File: src/verilog/chan_ctrl_pkg.sv
// Constants and carrier types for the channel control register bank
`default_nettype none
package chan_ctrl_pkg;
    // Register offsets
    localparam logic [7:0] PATT_PPM_CTRL_OFS = 8'h30;
    localparam logic [7:0] ADAPT_IRQ_EN_OFS = 8'h31;
    localparam logic [7:0] EYE_IRQ_LIMIT_OFS = 8'h32;
    localparam logic [7:0] EYE_ADAPT_LIMIT_OFS = 8'h33;
    // Reset values
    localparam logic [7:0] PATT_PPM_CTRL_RST = 8'h00;
    localparam logic [7:0] ADAPT_IRQ_EN_RST = 8'h00;
    localparam logic [7:0] EYE_IRQ_LIMIT_RST = 8'h11;
    localparam logic [7:0] EYE_ADAPT_LIMIT_RST = 8'h88;
    localparam logic [7:0] USER_PATTERN_RST = 8'h00;
    // Field positions, offset pattern_and_ppm_control
    localparam int OFFSET_COUNTER_HOLD_BIT = 7;
    localparam int SEARCH_OVERRIDE_ENABLE_BIT = 6;
    localparam int ALTERNATE_WORD_INVERT_BIT = 5;
    localparam int PATTERN_LOGIC_CLOCK_BIT = 3;
    localparam int USER_PATTERN_ENABLE_BIT = 2;
    localparam int POLY_SELECT_LSB = 0;
    // Field positions, offset adaptation_and_interrupt_enable
    localparam int PATTERN_ERROR_IRQ_BIT = 7;
    localparam int ADAPT_MODE_LSB = 5;
    localparam int MERIT_SELECT_LSB = 3;
    localparam int LOCK_LOSS_IRQ_BIT = 1;
    localparam int SIGNAL_LOSS_IRQ_BIT = 0;
    // Field positions, eye limits
    localparam int HORIZ_LIMIT_LSB = 4;
    localparam int VERT_LIMIT_LSB = 0;
    localparam int LIMIT_UNIT_SHIFT = 3;
    // Polynomial select codes for bits 1:0, named by register length
    localparam logic [1:0] POLY_7 = 2'b00;
    localparam logic [1:0] POLY_9 = 2'b01;
    localparam logic [1:0] POLY_15 = 2'b10;
    localparam logic [1:0] POLY_31 = 2'b11;
    localparam logic [30:0] LFSR_SEED = 31'h7fffffff;
    localparam int WORD_BITS = 16;

    typedef enum logic [2:0] {
        AD_IDLE = 3'b000,
        AD_LIN_FIRST = 3'b001,
        AD_FEEDBACK = 3'b010,
        AD_LIN_FINAL = 3'b011,
        AD_DONE = 3'b100
    } adapt_state_e;

    // Register access strobe from the management bus front end
    typedef struct packed {
        logic wr;
        logic rd;
        logic [7:0] addr;
        logic [7:0] wdata;
    } reg_req_s;

    // Channel status inputs
    typedef struct packed {
        logic lock;
        logic signal_detect;
        logic pattern_error;
        logic lin_optimal;
        logic feedback_optimal;
        logic [7:0] horiz_eye;
        logic [7:0] vert_eye;
    } chan_stat_s;
endpackage
`default_nettype wire

File: src/verilog/chan_ctrl.sv
// Per-channel control register bank with pattern generator and adaptation sequencer
`timescale 1ns/100ps
`default_nettype none
// Overview of operation
// - Hold bit at pattern_and_ppm_control[7] freezes the offset counter for safe reading.
// - Search override enable routes search control from 0x13 bit 2.
// - With invert and user pattern, every second 16-bit word is complemented.
// - Pattern logic runs only while its clock enable is 1; toggle resets.
// - User pattern enable sends the fixed user pattern, not pseudo-random data.
// - Polynomial select 00/01/10/11 gives PRBS-7/9/15/31.
// - Pattern errors raise an interrupt when adaptation_and_interrupt_enable[7] is set and the pattern logic clock enable is 1.
// - Adapt mode 00 adapts nothing; 01 adapts linear equalizer only.
// - Mode 10: linear to optimal, then feedback, then linear again.
// - Mode 11: linear until 0x33 eye limits met, feedback, linear to optimal.
// - Merit select 01 horizontal, 10 vertical, 11 both; 00 invalid.
// - Lock loss raises an interrupt when adaptation_and_interrupt_enable[1] is set.
// - Signal detect loss raises an interrupt when adaptation_and_interrupt_enable[0] is set.
// - eye_opening_interrupt_threshold holds horizontal limit in bits 7:4, vertical in 3:0.
// - Each eye limit unit equals eight counts of opening.
// - Mode 11 minimum eye openings come from 0x33, each up to 15.
module chan_ctrl #(
    parameter int COUNT_W = 16
) (
    // Clock and reset
    input wire logic clk_sys_i,
    input wire logic rst_b_i,
    // Register access
    input wire chan_ctrl_pkg::reg_req_s req_i,
    input wire logic [7:0] user_pattern_i,
    input wire logic [COUNT_W-1:0] offset_count_i,
    input wire logic search_reg_bit_i,
    input wire logic search_fsm_i,
    input wire logic [2:0] flag_clear_i,
    output logic [7:0] rdata_o,
    // Channel status
    input wire chan_ctrl_pkg::chan_stat_s stat_i,
    // Outputs to the datapath
    output logic [COUNT_W-1:0] offset_count_o,
    output logic search_o,
    output logic pattern_bit_o,
    output logic adapt_lin_o,
    output logic adapt_feedback_o,
    output logic [1:0] merit_select_o,
    output logic merit_valid_o,
    output logic eye_below_limit_o,
    output logic [2:0] flags_o,
    output logic irq_o
);
    logic [7:0] ctrl_q;
    logic [7:0] irq_en_q;
    logic [7:0] eye_irq_q;
    logic [7:0] eye_adapt_q;
    logic [30:0] lfsr_q;
    logic [30:0] lfsr_d;
    logic [3:0] bit_cnt_q;
    logic invert_q;
    logic [7:0] upat_q;
    logic [1:0] stat_s1_q;
    logic [1:0] stat_s2_q;
    logic [1:0] stat_prev_q;
    logic perr_s1_q;
    logic perr_s2_q;
    logic [2:0] flag_q;
    chan_ctrl_pkg::adapt_state_e state_q;
    logic [1:0] mode;
    logic clk_en;
    logic [10:0] h_limit;
    logic [10:0] v_limit;
    logic eye_met;

    function automatic logic [10:0] limit_counts(input logic [3:0] field);
        limit_counts = {7'h00, field} << chan_ctrl_pkg::LIMIT_UNIT_SHIFT;
    endfunction

    assign mode = irq_en_q[chan_ctrl_pkg::ADAPT_MODE_LSB +: 2];
    assign clk_en = ctrl_q[chan_ctrl_pkg::PATTERN_LOGIC_CLOCK_BIT];

    // ==========================================================
    // Register file
    always_ff @(posedge clk_sys_i) begin
        if (!rst_b_i) begin
            ctrl_q <= chan_ctrl_pkg::PATT_PPM_CTRL_RST;
            irq_en_q <= chan_ctrl_pkg::ADAPT_IRQ_EN_RST;
            eye_irq_q <= chan_ctrl_pkg::EYE_IRQ_LIMIT_RST;
            eye_adapt_q <= chan_ctrl_pkg::EYE_ADAPT_LIMIT_RST;
        end else if (req_i.wr) begin
            case (req_i.addr)
                chan_ctrl_pkg::PATT_PPM_CTRL_OFS: begin
                    ctrl_q <= req_i.wdata;
                end
                chan_ctrl_pkg::ADAPT_IRQ_EN_OFS: begin
                    irq_en_q <= req_i.wdata & 8'hfb;
                end
                chan_ctrl_pkg::EYE_IRQ_LIMIT_OFS: begin
                    eye_irq_q <= req_i.wdata;
                end
                chan_ctrl_pkg::EYE_ADAPT_LIMIT_OFS: begin
                    eye_adapt_q <= req_i.wdata;
                end
                default: begin
                end
            endcase
        end
    end

    always_ff @(posedge clk_sys_i) begin
        if (!rst_b_i) begin
            rdata_o <= 8'h00;
        end else if (req_i.rd) begin
            case (req_i.addr)
                chan_ctrl_pkg::PATT_PPM_CTRL_OFS: rdata_o <= ctrl_q;
                chan_ctrl_pkg::ADAPT_IRQ_EN_OFS: rdata_o <= irq_en_q;
                chan_ctrl_pkg::EYE_IRQ_LIMIT_OFS: rdata_o <= eye_irq_q;
                chan_ctrl_pkg::EYE_ADAPT_LIMIT_OFS: rdata_o <= eye_adapt_q;
                default: rdata_o <= 8'h00;
            endcase
        end
    end

    // ==========================================================
    // Offset counter hold and search override
    always_ff @(posedge clk_sys_i) begin
        if (!rst_b_i) begin
            offset_count_o <= '0;
        end else if (!ctrl_q[chan_ctrl_pkg::OFFSET_COUNTER_HOLD_BIT]) begin
            offset_count_o <= offset_count_i;
        end
    end

    always_ff @(posedge clk_sys_i) begin
        if (!rst_b_i) begin
            search_o <= 1'b0;
        end else if (ctrl_q[chan_ctrl_pkg::SEARCH_OVERRIDE_ENABLE_BIT]) begin
            search_o <= search_reg_bit_i;
        end else begin
            search_o <= search_fsm_i;
        end
    end

    // ==========================================================
    // Pattern generator
    always_comb begin
        lfsr_d = {lfsr_q[29:0], 1'b0};
        case (ctrl_q[chan_ctrl_pkg::POLY_SELECT_LSB +: 2])
            chan_ctrl_pkg::POLY_7: lfsr_d[0] = lfsr_q[6] ^ lfsr_q[5];
            chan_ctrl_pkg::POLY_9: lfsr_d[0] = lfsr_q[8] ^ lfsr_q[4];
            chan_ctrl_pkg::POLY_15: lfsr_d[0] = lfsr_q[14] ^ lfsr_q[13];
            chan_ctrl_pkg::POLY_31: lfsr_d[0] = lfsr_q[30] ^ lfsr_q[27];
            default: lfsr_d[0] = 1'b0;
        endcase
    end

    always_ff @(posedge clk_sys_i) begin
        if (!rst_b_i || !clk_en) begin
            lfsr_q <= chan_ctrl_pkg::LFSR_SEED;
            bit_cnt_q <= 4'h0;
            invert_q <= 1'b0;
            upat_q <= chan_ctrl_pkg::USER_PATTERN_RST;
            pattern_bit_o <= 1'b0;
        end else begin
            lfsr_q <= lfsr_d;
            bit_cnt_q <= bit_cnt_q + 4'h1;
            if (bit_cnt_q == 4'hf) begin
                invert_q <= ~invert_q;
            end
            if (bit_cnt_q[2:0] == 3'h0) begin
                upat_q <= user_pattern_i;
            end else begin
                upat_q <= {upat_q[6:0], 1'b0};
            end
            if (ctrl_q[chan_ctrl_pkg::USER_PATTERN_ENABLE_BIT]) begin
                pattern_bit_o <= (bit_cnt_q[2:0] == 3'h0 ? user_pattern_i[7] : upat_q[6])
                    ^ (invert_q & ctrl_q[chan_ctrl_pkg::ALTERNATE_WORD_INVERT_BIT]);
            end else begin
                pattern_bit_o <= lfsr_q[0];
            end
        end
    end

    // ==========================================================
    // Adaptation sequencer
    assign h_limit = limit_counts(eye_adapt_q[7:4]);
    assign v_limit = limit_counts(eye_adapt_q[3:0]);
    assign eye_met = ({3'h0, stat_i.horiz_eye} >= h_limit) && ({3'h0, stat_i.vert_eye} >= v_limit);

    always_ff @(posedge clk_sys_i) begin
        if (!rst_b_i || mode == 2'b00) begin
            state_q <= chan_ctrl_pkg::AD_IDLE;
        end else begin
            case (state_q)
                chan_ctrl_pkg::AD_IDLE: state_q <= chan_ctrl_pkg::AD_LIN_FIRST;
                chan_ctrl_pkg::AD_LIN_FIRST: begin
                    if (mode == 2'b01 && stat_i.lin_optimal) begin
                        state_q <= chan_ctrl_pkg::AD_DONE;
                    end else if (mode == 2'b10 && stat_i.lin_optimal) begin
                        state_q <= chan_ctrl_pkg::AD_FEEDBACK;
                    end else if (mode == 2'b11 && eye_met) begin
                        state_q <= chan_ctrl_pkg::AD_FEEDBACK;
                    end
                end
                chan_ctrl_pkg::AD_FEEDBACK: begin
                    if (stat_i.feedback_optimal) begin
                        state_q <= chan_ctrl_pkg::AD_LIN_FINAL;
                    end
                end
                chan_ctrl_pkg::AD_LIN_FINAL: begin
                    if (stat_i.lin_optimal) begin
                        state_q <= chan_ctrl_pkg::AD_DONE;
                    end
                end
                chan_ctrl_pkg::AD_DONE: state_q <= chan_ctrl_pkg::AD_DONE;
                default: state_q <= chan_ctrl_pkg::AD_IDLE;
            endcase
        end
    end

    always_ff @(posedge clk_sys_i) begin
        if (!rst_b_i) begin
            adapt_lin_o <= 1'b0;
            adapt_feedback_o <= 1'b0;
            merit_select_o <= 2'b00;
            merit_valid_o <= 1'b0;
        end else begin
            adapt_lin_o <= state_q == chan_ctrl_pkg::AD_LIN_FIRST || state_q == chan_ctrl_pkg::AD_LIN_FINAL;
            adapt_feedback_o <= state_q == chan_ctrl_pkg::AD_FEEDBACK;
            merit_select_o <= irq_en_q[chan_ctrl_pkg::MERIT_SELECT_LSB +: 2];
            merit_valid_o <= irq_en_q[chan_ctrl_pkg::MERIT_SELECT_LSB +: 2] != 2'b00;
        end
    end

    // ==========================================================
    // Event detection and interrupt
    always_ff @(posedge clk_sys_i) begin
        if (!rst_b_i) begin
            stat_s1_q <= 2'b00;
            stat_s2_q <= 2'b00;
            stat_prev_q <= 2'b00;
            perr_s1_q <= 1'b0;
            perr_s2_q <= 1'b0;
        end else begin
            stat_s1_q <= {stat_i.lock, stat_i.signal_detect};
            stat_s2_q <= stat_s1_q;
            stat_prev_q <= stat_s2_q;
            perr_s1_q <= stat_i.pattern_error;
            perr_s2_q <= perr_s1_q;
        end
    end

    // Flags: [2] pattern error, [1] lock loss, [0] signal loss; set wins
    always_ff @(posedge clk_sys_i) begin
        if (!rst_b_i) begin
            flag_q <= 3'b000;
        end else begin
            flag_q <= (flag_q & ~flag_clear_i) | {perr_s2_q & clk_en,
                stat_prev_q[1] & ~stat_s2_q[1], stat_prev_q[0] & ~stat_s2_q[0]};
        end
    end

    always_ff @(posedge clk_sys_i) begin
        if (!rst_b_i) begin
            flags_o <= 3'b000;
            irq_o <= 1'b0;
            eye_below_limit_o <= 1'b0;
        end else begin
            flags_o <= flag_q;
            irq_o <= (flag_q[2] & irq_en_q[chan_ctrl_pkg::PATTERN_ERROR_IRQ_BIT])
                | (flag_q[1] & irq_en_q[chan_ctrl_pkg::LOCK_LOSS_IRQ_BIT])
                | (flag_q[0] & irq_en_q[chan_ctrl_pkg::SIGNAL_LOSS_IRQ_BIT]);
            eye_below_limit_o <= ({3'h0, stat_i.horiz_eye} < limit_counts(eye_irq_q[7:4]))
                | ({3'h0, stat_i.vert_eye} < limit_counts(eye_irq_q[3:0]));
        end
    end

    // ==========================================================
    // Checks
    hold_count_a: assert property (@(posedge clk_sys_i) disable iff (!rst_b_i)
        ctrl_q[7] && $past(ctrl_q[7]) |-> $stable(offset_count_o))
        else $error("offset count moved while held");
    lock_irq_a: assert property (@(posedge clk_sys_i) disable iff (!rst_b_i)
        flag_q[1] && irq_en_q[1] |=> irq_o)
        else $error("lock loss interrupt missing");
    flag_sticky_a: assert property (@(posedge clk_sys_i) disable iff (!rst_b_i)
        flag_q[0] && !flag_clear_i[0] |=> flag_q[0])
        else $error("signal loss flag dropped");
    mode_off_a: assert property (@(posedge clk_sys_i) disable iff (!rst_b_i)
        mode == 2'b00 |=> ##1 !adapt_lin_o && !adapt_feedback_o)
        else $error("adaptation active in mode zero");
    gen_stop_a: assert property (@(posedge clk_sys_i) disable iff (!rst_b_i)
        !clk_en |=> bit_cnt_q == 4'h0 && !pattern_bit_o)
        else $error("pattern logic ran while disabled");
    search_sel_a: assert property (@(posedge clk_sys_i) disable iff (!rst_b_i)
        ctrl_q[6] |=> search_o == $past(search_reg_bit_i))
        else $error("search override not applied");
    merit_bad_a: assert property (@(posedge clk_sys_i) disable iff (!rst_b_i)
        irq_en_q[4:3] == 2'b00 |=> !merit_valid_o)
        else $error("merit value zero accepted");
    no_irq_a: assert property (@(posedge clk_sys_i) disable iff (!rst_b_i)
        irq_en_q[7] == 1'b0 && irq_en_q[1:0] == 2'b00 |=> !irq_o)
        else $error("interrupt with all enables off");
endmodule
`default_nettype wire

File: config.mk
export PLATFORM = sky130hd
export DESIGN_NAME = chan_ctrl
export DESIGN_NICKNAME = d
export VERILOG_FILES = /design/src/verilog/chan_ctrl_pkg.sv /design/src/verilog/chan_ctrl.sv
export SDC_FILE = /design/constraint.sdc
export NUM_CORES = 1
export LEC_CHECK = 0
export ABC_AREA = 1
export BUFFER_PORTS_ARGS = -buffer_cell sky130_fd_sc_hd__buf_2
export CORE_MARGIN = 2
export CORE_UTILIZATION = 29
export DETAILED_ROUTE_END_ITERATION = 10
export MAX_ROUTING_LAYER = met4
export SETUP_SLACK_MARGIN = 0.1
export SYNTH_ARGS = -nofsm -noshare
export SYNTH_HDL_FRONTEND = slang
export SYNTH_SLANG_ARGS = --single-unit
File: constraint.sdc
create_clock -name clk_sys_i -period 1.6 [get_ports clk_sys_i]
set_input_delay 0.16 -clock clk_sys_i [delete_from_list [all_inputs] [get_ports clk_sys_i]]
set_output_delay 0.16 -clock clk_sys_i [all_outputs]
set_load 0.005 [all_outputs]
==> flow_summary.ini <==
[status]
status = complete, no violations

[clock_tree]
root_buffer = clkbuf_16
cts_sinks = 124
clock_latency_ps = 410
clk_pin_slew_ps = 60
htree_levels = 4
cts_tree = done
cts_buffers = 17
cts_buffer_depth = 2

[grt]
track_usage_pct = 14.5
antenna_found_initial = 1
grt_overflow = 0
grt_pass1_vias = 4135
grt_pass1_wl_um = 19600
grt_max_degree = 39

[final_layout]
layoutNonFillerInstCount = 977
final_util_pct = 40.7
final_common_cell = dfxtp_1
drive_above_1_share_pct = 31.0
syn_to_final_growth_pct = 38.2
fin_nets = 829
mostFrequentLayoutCells = dfxtp_1 (117), buf_2 (105), nand2_1 (68)

[critical_path]
rrSetupSlack_ps = 180
crit_path_frequent_cell = nand2_2
worst-path-buf-inv = 2
cp_slowest_cell = dfxtp_2
reg2reg_depth = 11
worst-setup-path-type = register to register
critPathMaxFanout = 3
critPathLaunchType = register
required_ps = 1910
cpPeakStageDelay_ps = 320
critPathCaptureType = register
arrival_ps = 1730
r2r_end = state_q[0]$_SDFFE_PP0P_
crit_family = simple AND/OR/NAND/NOR gates
r2r-start = eye_adapt_q[3]$_SDFFE_PN1P_
path_cells = inv_2, ha_4, inv_1, nor3_2, nand2_1, nand2_2, nand3_2, nand2_2, nand3_2, nand2_2, nor2_1

[sta]
setup_violations = 0
timing.fmax_mhz = 703
fin_crit_sh_pct = 88.9
period_needed_ps = 1420
fin_ws_ps = 177
finalSetupTns_ps = 0
fin_worst_skew_ps = 4.76
grt_setup_unrepaired = true
worstMarginPinSlew_ps = 419
slew_headroom_pct = 72.0
hold_violations = 0
maxSlewViolCount = 0

[place]
gp_congestion = 0.832
dp_cells = 911
post-place-ws_ps = 27.4
portBuffers = 105
hpwlAfterDp_um = 8540

[synth]
synth_cells = 591
synth_edf_count = 0
ys_ff_latch = 124
synth.avg_cell_area_um2 = 8.24
yosysSeqAreaShare_pct = 51.0
yosys_most_used_dff = dfxtp_1
syn_area_um2 = 4870
yosysWarnings = 0
syn_nets = 677
synth-async-reset-ratio_pct = 0
synthDistinctLibCells = 34

[drt]
drt-wirelength-per-cell_um = 12.2
viasPerCell = 4.35
drcViolationCount = 0
vias = 4248
ant_nets = 0
routed_wl_um = 11900
dr.pass1.iters = 4
drt_iter0_markers = 232

[power_and_ir_drop]
p_per_area_nw_per_um2 = 1110
p_leak_nw = 2.99
power_mw = 7.44
peakVddDrop_mv = 0.935

[floorplanning]
io_pins = 106
placementRows = 47
fp.dieW_um = 134
die_area_um2 = 17800
initial_utilization_pct = 29.5
die_height_um = 134
core-area_um2 = 16500

[worst_hold_path]
hold_class = input port to register
min_to = offset_count_o[0]$_SDFFE_PN0N_
worstHoldPathCells = 3
min_from = offset_count_i[0]

[flow_run]
maxCapViolations = 0
logic make-up (layout without fill, tap and decap cells):
logic type      count (synthesis)  count (layout)  share of synthesized area, %
buf+inv                        97             262                          8.17
fa+ha+maj                      16              16                          4.11
flops                         124             124                          51.0
simple gates                  214             214                          21.2
compound gates                133             133                          14.3
other cells                     0               1                             0
xor+xnor                        7               7                          1.26
metrics by stage:
step,hold WS [ps],cell area [um^2]
finish,31.9,6730
global route,23.4,6730
CTS,14.7,6600
detailed placement,349,5670
global placement,346,5670
floorplan,258,4870
worst max path at each step:
stage / endpoint / cells past startpoint / slack, ps / startpoint
after CTS: state_q[0]$_SDFFE_PP0P_ / 10 / 80 / eye_adapt_q[3]$_SDFFE_PN1P_
after detailed placement: irq_en_q[0]$_SDFFE_PN0P_ / 6 / 30 / req_i[15]
after global routing: state_q[0]$_SDFFE_PP0P_ / 11 / 80 / eye_adapt_q[1]$_SDFFE_PN0P_
final: state_q[0]$_SDFFE_PP0P_ / 11 / 180 / eye_adapt_q[3]$_SDFFE_PN1P_
after floorplan: pattern_bit_o$_SDFF_PP0_ / 9 / 240 / bit_cnt_q[0]$_SDFF_PP0_
after global placement: state_q[0]$_SDFFE_PP0P_ / 11 / 80 / eye_adapt_q[2]$_SDFFE_PN0P_
flip-flops by register name, summed over array words and instances, names as in the netlist, 4 cells and up:
name            flops
upat_q              7
lfsr_q             31
eye_adapt_q         8
ctrl_q              8
eye_irq_q           8
rdata_o             8
bit_cnt_q           4
offset_count_o     16
irq_en_q            7
cell usage after synthesis, types with 2 or more instances:
cell / n / area [um^2]
inv_2: 4 / 15.0
o21ai_1: 20 / 100
or2_2: 32 / 200
nand3_2: 2 / 20.0
buf_2: 3 / 15.0
xor2_1: 4 / 35.0
inv_1: 72 / 270
nor2_4: 2 / 22.5
nor3_4: 4 / 65.1
nor2_1: 59 / 221
nand2_1: 73 / 274
dfxtp_1: 124 / 2480
xnor2_1: 3 / 26.3
clkbuf_1: 12 / 45.0
nand3_1: 29 / 145
a21boi_0: 2 / 15.0
a21oi_1: 47 / 235
o32ai_1: 2 / 17.5
ha_1: 16 / 200
nor3_1: 6 / 30.0
nand2_2: 2 / 12.5
buf_6: 4 / 45.0
o21a_1: 3 / 22.5
o21ai_0: 56 / 280
metal layers:
metal	vias up	wire length (um)	track usage, %
met1	1914	5650	18.0
met3	9	705	5.14
met4	0	79	4.26
li1	2211	-	-
met2	114	5510	22.2
met5	-	0	-
worst register-to-register path: stages (launching register included):
cell and delay [ps]:
dfxtp_2 320, inv_2 50, ha_4 270, inv_1 40, nor3_2 130, nand2_1 80
nand2_2 100, nand3_2 80, nand2_2 80, nand3_2 70, nand2_2 60, nor2_1 40
repair_timing:
item | CTS | global route
gates resized for setup | 2 | 30
endpoints found under the hold margin | 30 | 0
pin swaps | 0 | 12
setup endpoints to repair | 2 | 6
hold buffers | 31 | 0
buffers inserted | 0 | 2
power breakdown:
| part | internal [mW] | switching [mW] | total [mW] |
|---|---|---|---|
| combinational | 0.196 | 0.199 | 0.395 |
| sequential | 3.13 | 0.0147 | 3.14 |
| clock | 2.56 | 1.35 | 3.91 |
| total | 5.88 | 1.57 | 7.44 |
layout make-up:
class	count	area, um^2
Antenna cell	1	2.50
Clock buffer	20	467
Clock inverter	12	144
Fill cell	1648	9800
Inverter	77	289
Multi-Input combinational cell	370	2100
Sequential cell	124	2490
Tap cell	220	275
Timing Repair Buffer	153	963
Note: power is estimated with default switching activity, not from simulation.
